==> src/inc/tbr_pkg.sv <==
package tbr_pkg;

	// ----------------------------------------
	// Register space decode
	// ----------------------------------------
	localparam logic [7:0] PTR_ADDR = 8'hFD;   // Pointer register address
	localparam logic [3:0] BANK_NORMAL = 4'h0; // Normal register file
	localparam logic [3:0] BANK_TIMER = 4'hD;  // Timer bank
	localparam logic [3:0] BANK_F = 4'hF;      // Bank served elsewhere
	localparam logic [3:0] GROUP_LOW = 4'h0;   // Group swapped by banks

	// ----------------------------------------
	// Offsets inside the timer bank
	// ----------------------------------------
	localparam logic [3:0] OFS_CTL = 4'h0;
	localparam logic [3:0] OFS_RSVD = 4'h3;
	localparam logic [3:0] OFS_T8_LO_HOLD = 4'h4;
	localparam logic [3:0] OFS_T8_HI_HOLD = 4'h5;
	localparam logic [3:0] OFS_T16_LO_HOLD = 4'h6;
	localparam logic [3:0] OFS_T16_HI_HOLD = 4'h7;
	localparam logic [3:0] OFS_T16_CAP_LO = 4'h8;
	localparam logic [3:0] OFS_T16_CAP_HI = 4'h9;
	localparam logic [3:0] OFS_T8_CAP_LO = 4'hA;
	localparam logic [3:0] OFS_T8_CAP_HI = 4'hB;

	// ----------------------------------------
	// Control register fields
	// ----------------------------------------
	localparam int CTL_RUN = 7;     // Timer run
	localparam int CTL_SINGLE = 6;  // Single pass
	localparam int CTL_TOUT = 5;    // Time-out flag
	localparam int CTL_PRE_HI = 4;  // Prescale code, upper bit
	localparam int CTL_PRE_LO = 3;  // Prescale code, lower bit
	localparam int CTL_CAP_IE = 2;  // Capture interrupt enable
	localparam int CTL_TOUT_IE = 1; // Time-out interrupt enable
	localparam int CTL_PIN_SEL = 0; // Shared pin source

	// ----------------------------------------
	// Reset values
	// ----------------------------------------
	localparam logic [7:0] CTL_RST = 8'h00;
	localparam logic [7:0] HOLD_RST = 8'h00;
	localparam logic [7:0] CAP_RST = 8'h00;
	localparam logic [7:0] PTR_RST = 8'h00;
	localparam logic [7:0] RSVD_VAL = 8'h00;

	// ----------------------------------------
	// Carriers
	// ----------------------------------------
	// One register access from the processor side
	typedef struct packed {
		logic wr;
		logic rd;
		logic short_addr;
		logic [7:0] addr;
		logic [7:0] wdata;
	} tbr_req_s;

	// Prescale code to divider terminal value (divide 1, 2, 4, 8)
	function automatic logic [2:0] pre_last(input logic [1:0] code);
		case (code)
			2'h0: pre_last = 3'h0;
			2'h1: pre_last = 3'h1;
			2'h2: pre_last = 3'h3;
			default: pre_last = 3'h7;
		endcase
	endfunction

endpackage

==> src/logic/tbr_timer8.sv <==
`timescale 1ns/1ps

// Eight-bit two-level down counter with prescaler
module tbr_timer8 (
	// Clock and reset
	input wire logic clk_i,
	input wire logic sys_rst_i,
	input wire logic ce_i,
	// Control
	input wire logic run_i,
	input wire logic single_i,
	input wire logic [1:0] prescale_i,
	input wire logic [7:0] hi_hold_i,
	input wire logic [7:0] lo_hold_i,
	// Status
	output logic [7:0] count_o,
	output logic level_o,
	output logic tc_o
);

	// ----------------------------------------
	// State
	// ----------------------------------------
	typedef struct packed {
		logic [2:0] pre;  // Prescale count
		logic [7:0] cnt;  // Down counter
		logic level;      // Current output level
		logic loaded;     // First load done
		logic tc;         // Terminal count pulse
	} tbr_t8_s;

	tbr_t8_s st_reg;
	tbr_t8_s st_next;

	// ----------------------------------------
	// Next state
	// ----------------------------------------
	always_comb
	begin
		st_next = st_reg;
		st_next.tc = 1'b0;
		// Stopped: restart cleanly on next enable
		if (!run_i)
		begin
			st_next.pre = 3'h0;
			st_next.loaded = 1'b0;
			st_next.level = 1'b0;
		end
		// First cycle of a run loads the high count
		else if (!st_reg.loaded)
		begin
			st_next.loaded = 1'b1;
			st_next.level = 1'b1;
			st_next.cnt = hi_hold_i;
		end
		// Prescaler tick
		else if (st_reg.pre == tbr_pkg::pre_last(prescale_i))
		begin
			st_next.pre = 3'h0;
			if (st_reg.cnt == 8'h00)
			begin
				// Terminal count: swap level, reload other hold
				st_next.tc = 1'b1;
				st_next.level = ~st_reg.level;
				st_next.cnt = st_reg.level ? lo_hold_i : hi_hold_i;
				// Single pass freezes until run is rewritten
				if (single_i)
				begin
					st_next.loaded = 1'b0;
				end
			end
			else
			begin
				st_next.cnt = st_reg.cnt - 8'h01;
			end
		end
		else
		begin
			st_next.pre = st_reg.pre + 3'h1;
		end
	end

	// ----------------------------------------
	// Registers
	// ----------------------------------------
	always_ff @(posedge clk_i or posedge sys_rst_i)
	begin
		if (sys_rst_i)
		begin
			st_reg <= '0;
		end
		else if (ce_i)
		begin
			st_reg <= st_next;
		end
	end

	assign count_o = st_reg.cnt;
	assign level_o = st_reg.level;
	assign tc_o = st_reg.tc;

endmodule

==> src/logic/tbr_bank.sv <==
`timescale 1ns/1ps

module tbr_bank (
	// Clock and reset
	input wire logic clk_i,
	input wire logic sys_rst_i,
	input wire logic ce_i,
	// Register access
	input wire tbr_pkg::tbr_req_s req_i,
	output logic [7:0] rdata_o,
	output logic hit_o,
	// Demodulation input
	input wire logic demod_mode_i,
	input wire logic demod_pin_i,
	// Shared output pin
	input wire logic port_out_i,
	output logic shared_pin_o,
	// Interrupt requests
	output logic tout_irq_o,
	output logic cap_irq_o
);

	// ----------------------------------------
	// State
	// ----------------------------------------
	typedef struct packed {
		logic [7:0] ptr;       // bank_group_pointer
		logic [7:0] ctl;       // timer8_control
		logic [7:0] t8_lo;     // timer8_low_level_hold
		logic [7:0] t8_hi;     // timer8_high_level_hold
		logic [7:0] t16_lo;    // timer16_low_byte_hold
		logic [7:0] t16_hi;    // timer16_high_byte_hold
		logic [7:0] c16_lo;    // timer16_capture_low_byte
		logic [7:0] c16_hi;    // timer16_capture_high_byte
		logic [7:0] c8_lo;     // timer8_capture_low_level
		logic [7:0] c8_hi;     // timer8_capture_high_level
		logic [15:0] cnt16;    // Edge-to-edge interval count
		logic sync1;           // Pin synchroniser, first stage
		logic sync2;           // Pin synchroniser, second stage
		logic dprev;           // Previous synchronised level
		logic [7:0] rdata;     // Read data
		logic hit;             // Access claimed by this block
		logic pin;             // Shared pin level
		logic tout_irq;        // Time-out interrupt pulse
		logic cap_irq;         // Capture interrupt pulse
	} tbr_bank_s;

	tbr_bank_s st_reg;
	tbr_bank_s st_next;

	// Timer engine status
	logic [7:0] t8_count;
	logic t8_level;
	logic t8_tc;

	// Decode results
	logic [7:0] eff_addr;
	logic in_bank;
	logic claimed;
	logic ptr_sel;

	// Edge events
	logic rise;
	logic fall;
	logic ctl_wr;

	// ----------------------------------------
	// Address decode
	// ----------------------------------------
	// Short form takes its group from the pointer upper nibble
	function automatic logic [7:0] eff_of(input tbr_pkg::tbr_req_s r,
		input logic [7:0] p);
		eff_of = r.short_addr ? {p[7:4], r.addr[3:0]} : r.addr;
	endfunction

	// True when the timer bank register at an offset is addressed
	function automatic logic sel_ofs(input logic [3:0] ofs,
		input logic b, input logic [7:0] a);
		sel_ofs = b && (a[3:0] == ofs);
	endfunction

	always_comb
	begin
		eff_addr = eff_of(req_i, st_reg.ptr);
		ptr_sel = (eff_addr == tbr_pkg::PTR_ADDR);
		// Low group swapped only for a bank other than 0 and F
		claimed = (eff_addr[7:4] == tbr_pkg::GROUP_LOW)
			&& (st_reg.ptr[3:0] != tbr_pkg::BANK_NORMAL)
			&& (st_reg.ptr[3:0] != tbr_pkg::BANK_F);
		in_bank = claimed && (st_reg.ptr[3:0] == tbr_pkg::BANK_TIMER);
	end

	// ----------------------------------------
	// Timer engine
	// ----------------------------------------
	tbr_timer8 tbr_timer8_inst (
		.clk_i(clk_i),
		.sys_rst_i(sys_rst_i),
		.ce_i(ce_i),
		.run_i(st_reg.ctl[tbr_pkg::CTL_RUN]),
		.single_i(st_reg.ctl[tbr_pkg::CTL_SINGLE]),
		.prescale_i(st_reg.ctl[tbr_pkg::CTL_PRE_HI:tbr_pkg::CTL_PRE_LO]),
		.hi_hold_i(st_reg.t8_hi),
		.lo_hold_i(st_reg.t8_lo),
		.count_o(t8_count),
		.level_o(t8_level),
		.tc_o(t8_tc)
	);

	// ----------------------------------------
	// Edge detect on the synchronised pin
	// ----------------------------------------
	always_comb
	begin
		rise = demod_mode_i && st_reg.sync2 && !st_reg.dprev;
		fall = demod_mode_i && !st_reg.sync2 && st_reg.dprev;
		ctl_wr = req_i.wr && sel_ofs(tbr_pkg::OFS_CTL, in_bank, eff_addr);
	end

	// ----------------------------------------
	// Next state
	// ----------------------------------------
	always_comb
	begin
		st_next = st_reg;
		st_next.tout_irq = 1'b0;
		st_next.cap_irq = 1'b0;

		// Two-stage pin synchroniser
		st_next.sync1 = demod_pin_i;
		st_next.sync2 = st_reg.sync1;
		st_next.dprev = st_reg.sync2;

		// Interval counter restarts at every edge
		if (!demod_mode_i || rise || fall)
		begin
			st_next.cnt16 = 16'h0000;
		end
		else
		begin
			st_next.cnt16 = st_reg.cnt16 + 16'h0001;
		end

		// Rising edge ends a low phase
		if (rise)
		begin
			st_next.c8_lo = t8_count;
		end
		// Falling edge ends a high phase
		if (fall)
		begin
			st_next.c8_hi = t8_count;
		end
		// Interval split across two bytes on any edge
		if (rise || fall)
		begin
			st_next.c16_lo = st_reg.cnt16[7:0];
			st_next.c16_hi = st_reg.cnt16[15:8];
			st_next.cap_irq = st_reg.ctl[tbr_pkg::CTL_CAP_IE];
		end

		// Software writes
		if (req_i.wr)
		begin
			if (ptr_sel)
			begin
				st_next.ptr = req_i.wdata;
			end
			else if (in_bank)
			begin
				case (eff_addr[3:0])
					tbr_pkg::OFS_CTL:
					begin
						// All but the flag copy straight in
						st_next.ctl = req_i.wdata;
						st_next.ctl[tbr_pkg::CTL_TOUT] =
							st_reg.ctl[tbr_pkg::CTL_TOUT]
							& ~req_i.wdata[tbr_pkg::CTL_TOUT];
					end
					tbr_pkg::OFS_T8_LO_HOLD: st_next.t8_lo = req_i.wdata;
					tbr_pkg::OFS_T8_HI_HOLD: st_next.t8_hi = req_i.wdata;
					tbr_pkg::OFS_T16_LO_HOLD: st_next.t16_lo = req_i.wdata;
					tbr_pkg::OFS_T16_HI_HOLD: st_next.t16_hi = req_i.wdata;
					// Captures and reserved slot ignore writes
					default: st_next.t8_lo = st_next.t8_lo;
				endcase
			end
		end

		// Terminal count, applied after the write so set wins
		if (t8_tc)
		begin
			st_next.ctl[tbr_pkg::CTL_TOUT] = 1'b1;
			st_next.tout_irq = st_reg.ctl[tbr_pkg::CTL_TOUT_IE];
			// Single pass stops: run bit reads back the stop
			if (st_reg.ctl[tbr_pkg::CTL_SINGLE] && !ctl_wr)
			begin
				st_next.ctl[tbr_pkg::CTL_RUN] = 1'b0;
			end
		end

		// Read data, registered one cycle after the request
		st_next.hit = (req_i.rd || req_i.wr) && (ptr_sel || claimed);
		if (req_i.rd)
		begin
			st_next.rdata = 8'h00;
			if (ptr_sel)
			begin
				st_next.rdata = st_reg.ptr;
			end
			else if (in_bank)
			begin
				case (eff_addr[3:0])
					tbr_pkg::OFS_CTL: st_next.rdata = st_reg.ctl;
					tbr_pkg::OFS_RSVD: st_next.rdata = tbr_pkg::RSVD_VAL;
					tbr_pkg::OFS_T8_LO_HOLD: st_next.rdata = st_reg.t8_lo;
					tbr_pkg::OFS_T8_HI_HOLD: st_next.rdata = st_reg.t8_hi;
					tbr_pkg::OFS_T16_LO_HOLD: st_next.rdata = st_reg.t16_lo;
					tbr_pkg::OFS_T16_HI_HOLD: st_next.rdata = st_reg.t16_hi;
					tbr_pkg::OFS_T16_CAP_LO: st_next.rdata = st_reg.c16_lo;
					tbr_pkg::OFS_T16_CAP_HI: st_next.rdata = st_reg.c16_hi;
					tbr_pkg::OFS_T8_CAP_LO: st_next.rdata = st_reg.c8_lo;
					tbr_pkg::OFS_T8_CAP_HI: st_next.rdata = st_reg.c8_hi;
					// Registers owned by other blocks read zero here
					default: st_next.rdata = 8'h00;
				endcase
			end
		end

		// Shared pin source
		st_next.pin = st_reg.ctl[tbr_pkg::CTL_PIN_SEL] ? t8_level
			: port_out_i;
	end

	// ----------------------------------------
	// Registers
	// ----------------------------------------
	// Everything freezes while the clock enable is low
	always_ff @(posedge clk_i or posedge sys_rst_i)
	begin
		if (sys_rst_i)
		begin
			st_reg <= '0;
			st_reg.ptr <= tbr_pkg::PTR_RST;
			st_reg.ctl <= tbr_pkg::CTL_RST;
			st_reg.t8_lo <= tbr_pkg::HOLD_RST;
			st_reg.t8_hi <= tbr_pkg::HOLD_RST;
			st_reg.t16_lo <= tbr_pkg::HOLD_RST;
			st_reg.t16_hi <= tbr_pkg::HOLD_RST;
			st_reg.c16_lo <= tbr_pkg::CAP_RST;
			st_reg.c16_hi <= tbr_pkg::CAP_RST;
			st_reg.c8_lo <= tbr_pkg::CAP_RST;
			st_reg.c8_hi <= tbr_pkg::CAP_RST;
		end
		else if (ce_i)
		begin
			st_reg <= st_next;
		end
	end

	// ----------------------------------------
	// Outputs, all straight from flip-flops
	// ----------------------------------------
	assign rdata_o = st_reg.rdata;
	assign hit_o = st_reg.hit;
	assign shared_pin_o = st_reg.pin;
	assign tout_irq_o = st_reg.tout_irq;
	assign cap_irq_o = st_reg.cap_irq;

endmodule

==> config.mk <==
export PLATFORM = sky130hd
export DESIGN_NAME = tbr_bank
export DESIGN_NICKNAME = d
export VERILOG_FILES = /design/src/inc/tbr_pkg.sv /design/src/logic/tbr_timer8.sv /design/src/logic/tbr_bank.sv
export SDC_FILE = /design/constraint.sdc
export NUM_CORES = 1
export LEC_CHECK = 0
export BUFFER_PORTS_ARGS = -buffer_cell sky130_fd_sc_hd__buf_2
export CORE_AREA = 2 2 155 81
export CTS_CLUSTER_DIAMETER = 120
export DETAILED_ROUTE_END_ITERATION = 8
export DIE_AREA = 0 0 157 83
export PLACE_DENSITY = 0.82
export SKIP_LAST_GASP = 1
export SLEW_MARGIN = 5
export SYNTH_ARGS = -nofsm -noshare
export SYNTH_HDL_FRONTEND = slang
export SYNTH_SLANG_ARGS = --single-unit
==> constraint.sdc <==
create_clock -name clk_i -period 6.4 [get_ports clk_i]
set_input_delay 0.32 -clock clk_i [delete_from_list [all_inputs] [get_ports clk_i]]
set_output_delay 0.32 -clock clk_i [all_outputs]
set_load 0.02 [all_outputs]
Yosys cells after proc, flatten, opt, wreduce, memory -nomap -nowiden:

Index checks and enable logic that the tools add are counted.

* add/subtract/negate cells: 3
* eq/ne operators: 19
* multiplexer cells: 34
* bitwise gates (word level): 4
* reduce and logical (&&, ||, !) cells: 42

Operators by type and width (count)
* 40-bit two-way mux: 3
* 8-bit two-way mux: 10
* 8-bit one-hot mux with 9 select lines: 1
* 5-bit AND reduction: 6
* 4-bit == test (second input constant): 5
* 3-bit two-way mux: 6
* 16-bit by 1-bit adder with 16-bit output (second input constant): 1
* 4-bit by 3-bit == test with 1-bit output (second input constant): 4
* 16-bit two-way mux: 1
* 1-bit logical AND: 11
* 11-bit two-way mux: 1
* 10-bit two-way mux: 1
* 2-bit AND reduction: 5
* 1-bit two-way mux: 9
* 3-bit one-hot mux with 3 select lines: 1
* 3-bit AND reduction: 3
* 8-bit == test (second input constant): 1
* 4-bit zero test: 2
* 8-bit zero test: 1
* 8-bit by 1-bit subtractor with 8-bit output (second input constant): 1
* 3-bit != test (second input constant): 2
* 2-bit nonzero test: 3
* 1-bit logical OR: 5
* 1-bit zero test: 4
* 12 further kinds: 15

* flip-flop bits (word level): 125
* input port bits: 25

Longest topological paths before layout:

* depth in word-level cells: 11
* mapped depth: 9
* depth with buffers taken out: 7

By module:

Synthesis repeated with hierarchy kept, for this count alone.

* cells, all modules: 563
* area total of the unflattened synthesis: 6447.4 um2

Modules (own cells, without submodules)
* tbr_bank: times used 1, cells each 432, area each 5282.6 um2, sequential area each 2777.7 um2
* tbr_timer8: times used 1, cells each 131, area each 1164.9 um2, sequential area each 350.3 um2

Least setup slack after synthesis:

Ideal clock, no wire load.

* path type: flip-flop to flip-flop
* start point: reg st_reg[109] (netlist bit)
* end point: reg st_reg[63] (netlist bit)
* setup time: 0.125 ns
* arrival time: 2.174 ns
* data required time: 6.275 ns
* setup slack: 4.101 ns
* stages on the path, launching flop included: 7
* buffers on the path: 1
* clock period less this slack: 2.299 ns
* cells stage by stage: dfrtp_1 -> or4b_1 -> o22a_2 -> nor4_4 -> and4_4 -> buf_12 -> mux2_4

* word-level cells in the longest chain between the ends: 6
* elaborated cells between the ends (all ways): 8
* those cells by class: eq/ne (1); mux (1); bitwise (1); reduce/logical (5)

RTL lines
* start: declaration: line tbr_bank.sv:48 `tbr_bank_s st_reg;`
* start signal: assignment: line tbr_bank.sv:257 `st_reg <= st_next;`
* 8-bit two-way mux (*): line tbr_bank.sv:73 `eff_of = r.short_addr ? {p[7:4], r.addr[3:0]} : r.addr;`
* 4-bit zero test: line tbr_bank.sv:87 `claimed = (eff_addr[7:4] == tbr_pkg::GROUP_LOW)`
* 1-bit logical AND: line tbr_bank.sv:88 `&& (st_reg.ptr[3:0] != tbr_pkg::BANK_NORMAL)`
* 1-bit logical AND: line tbr_bank.sv:89 `&& (st_reg.ptr[3:0] != tbr_pkg::BANK_F);`
* 1-bit logical AND: line tbr_bank.sv:90 `in_bank = claimed && (st_reg.ptr[3:0] == tbr_pkg::BANK_TIMER);`
* 5-bit AND reduction (no source line) (*)

Mark *: on every way between the ends. The rest lies on a longest branch, timed or not.
A chain may end at the register's enable or synchronous reset.

Final worst setup path:

* start point: reg st_reg[109] (netlist bit)
* end point: reg st_reg[80] (netlist bit)

Same word-level chain as after synthesis.

==> out/metrics.yaml <==
global_routing:
  grt_pass1_wl_mm: 27.4
  grt_pass1_vias: 4754
  grtUsageTotal_pct: 27.9
  overflow: 0
  antenna_found_initial: 1
  grt_max_degree: 80
timing:
  setup_violations: 0
  hold_viol: 0
  finClkSkew_ns: 0.00874
  period_share_pct: 42.9
  fmax_ghz: 0.364
  slew_viol_final: 0
  worstMarginPinSlew_ns: 1.27
  rsz0062_at_grt: "no"
  maxSlewHeadroom_pct: 15.6
  setup_tns_ns: 0
  finalCriticalPeriod_ns: 2.74
final_layout:
  utilization_pct: 61.5
  largest_reg_flops: 97
  final_layout_size_suffix_gt1_share_pct: 27.0
  final_nets: 609
  area.growth.synth_to_final_pct: 12.6
  insertedDiodeCount: 0
placement:
  hpwl_mm: 12.2
  place_congestion: 0.964
  portBuffers: 36
clock_tree:
  cts.sinks: 125
  clk_path_buf_depth: 2
  ctsResizeCount: 0
  path_clk_slew_ns: 0.06
  post_cts_buffers: 0
  cts_buffers: 17
  cts_tree: "built"
  htree_levels: 4
  insertion_delay_ns: 0.42
  clockRootBuffer: "clkbuf_16"
route:
  drc: 0
  drtAntennaViolNets: 0
  routed_wirelength_mm: 17.4
  viasPerCell: 6.54
  wl_per_cell_microns: 23.2
  firstDrtPassIters: 5
  vias: 4926
  drt_iter0_markers: 544
die:
  io_pins: 37
  initial_core_util_pct: 54.6
  die_h_microns: 83
  rows: 28
  core_area_sq_um: 11600
  die_area_sq_um: 13000
  die_x_microns: 157
setup_path:
  crit_type: "reg -> reg"
  crit_chain: "or4b_1 > o22a_2 > nor4_4 > and3_1 > mux2_2"
  critPathMaxFanout: 8
  cp-start-kind: "flip-flop"
  cp-startpoint: "st_reg[109]"
  cpPeakStageDelay_ns: 0.52
  arrival_ns: 3.04
  crit_path_top_delay_cell: "or4b_1"
  cp-end-kind: "flip-flop"
  required_ns: 6.70
  r2r-start: "st_reg[109]"
logic_synthesis:
  yosysTopAreaCell: "dfrtp_1"
  ys_top_cells_by_count: "dfrtp_1 (125), mux2_2 (76), nand2_1 (33), nor2_1 (31), a21oi_1 (21)"
  synth_edf_count: 0
  syn_nets: 585
  synth_area_leaders: "dfrtp_1 (49%), mux2_2 (14%), a22o_1 (2.1%)"
  yosys.area.top_type_share_pct: 49.4
  syn_area_sq_um: 6330
  synth_seq_area_share_pct: 49.4
  ys_types: 60
  yosys_warnings: 0
  syn_avg_cell_area_sq_um: 11.5
  synth_seq_cells: 125
  async_reset_ff_share_pct: 100
  netlist_instances: 553
  synth.most_common_cell: "dfrtp_1"
  synthFlopType: "dfrtp_1"
min_path:
  hold_path.class: "in -> reg"
  holdCritStartpoint: "demod_pin_i"
flow_run:
  drv_cap: 0
status:
  outcome: "complete, no violations"
power:
  power_density_nw_per_um2: 334
  ir_drop_mv: 0.234
  p_leak_nw: 3.29
final timing paths:
| check | endpoint | slack, ns | depth (start not counted) |
|---|---|---|---|
| setup / recovery | st_reg[80] | 3.66 | 5 |
| hold / removal | st_next[13] | 0.13 | 2 |
| setup reg to reg | st_reg[80] | 3.66 | 5 |
| hold reg to reg | st_reg[40] | 0.50 | 2 |
| max in group asynchronous | st_reg[86] | 4.46 | 4 |
| min in group asynchronous | st_next[12] | 0.51 | 3 |
worst max-delay path, delay by kind of cell (launching register included):
family           cells  cell delay [ns]
AO/OA/AOI/OAI        1             0.29
multiplexers         1             0.39
flip-flops           1             0.41
AND/OR/NAND/NOR      3             1.51
cell type report:
class | instances | area (sq um)
Clock buffer | 22 | 454
Clock inverter | 8 | 118
Fill cell | 900 | 4460
Inverter | 14 | 55.1
Multi-Input combinational cell | 380 | 2970
Sequential cell | 125 | 3130
Tap cell | 165 | 206
Timing Repair Buffer | 39 | 205
layer usage:
metal / routed length [microns] / vias up / global-route usage (%) / share of wire, %
li1: - / 2101 / - / -
met1: 8190 / 2472 / 43.7 / 47
met2: 6910 / 315 / 37.0 / 40
met3: 2060 / 38 / 8.51 / 12
met4: 282 / 0 / 7.92 / 1.6
met5: 0 / - / 0 / 0
timing repair:
action | CTS | global route
endpoints found under the hold margin | 34 | 0
endpoints found under the setup margin | 0 | 0
hold buffers | 1 | 0
power by group:
part	switching, mW	internal [mW]	leakage, nW
Clock	0.350	0.615	0.280
Combinational	0.244	0.173	1.34
Sequential	0.111	0.886	1.68
cells in the final DEF (no fill, tap or decap), drive strengths merged, types with 15 or more instances in the layout:
cell and n:
a21oi 21, a22o 15, buf 38, clkbuf 22, dfrtp 125, mux2 84
nand2 34, nand3 18, nor2 31, o21ai 20
logic make-up after synthesis:
logic type,share of synthesized area (%)
AO/OA/AOI/OAI,12.3
adder cells (fa/ha/maj),1.38
XOR/XNOR,2.21
flip-flops,49.4
multiplexers,18.4
buffers and inverters,3.75
AND/OR/NAND/NOR,12.5
metrics by stage:
stage	cells	worst slack (ns)	power (mW)	area [sq um]	hold slack [ns]
finish	753	3.66	2.38	7130	0.134
global route	753	3.61	2.46	7130	0.140
CTS	753	3.73	2.36	7130	0.133
detailed placement	722	3.71	1.40	6550	0.424
global placement	722	3.79	1.38	6550	0.413
floorplan	553	2.75	1.26	6330	0.444
Power figures use the tool's default switching activity.
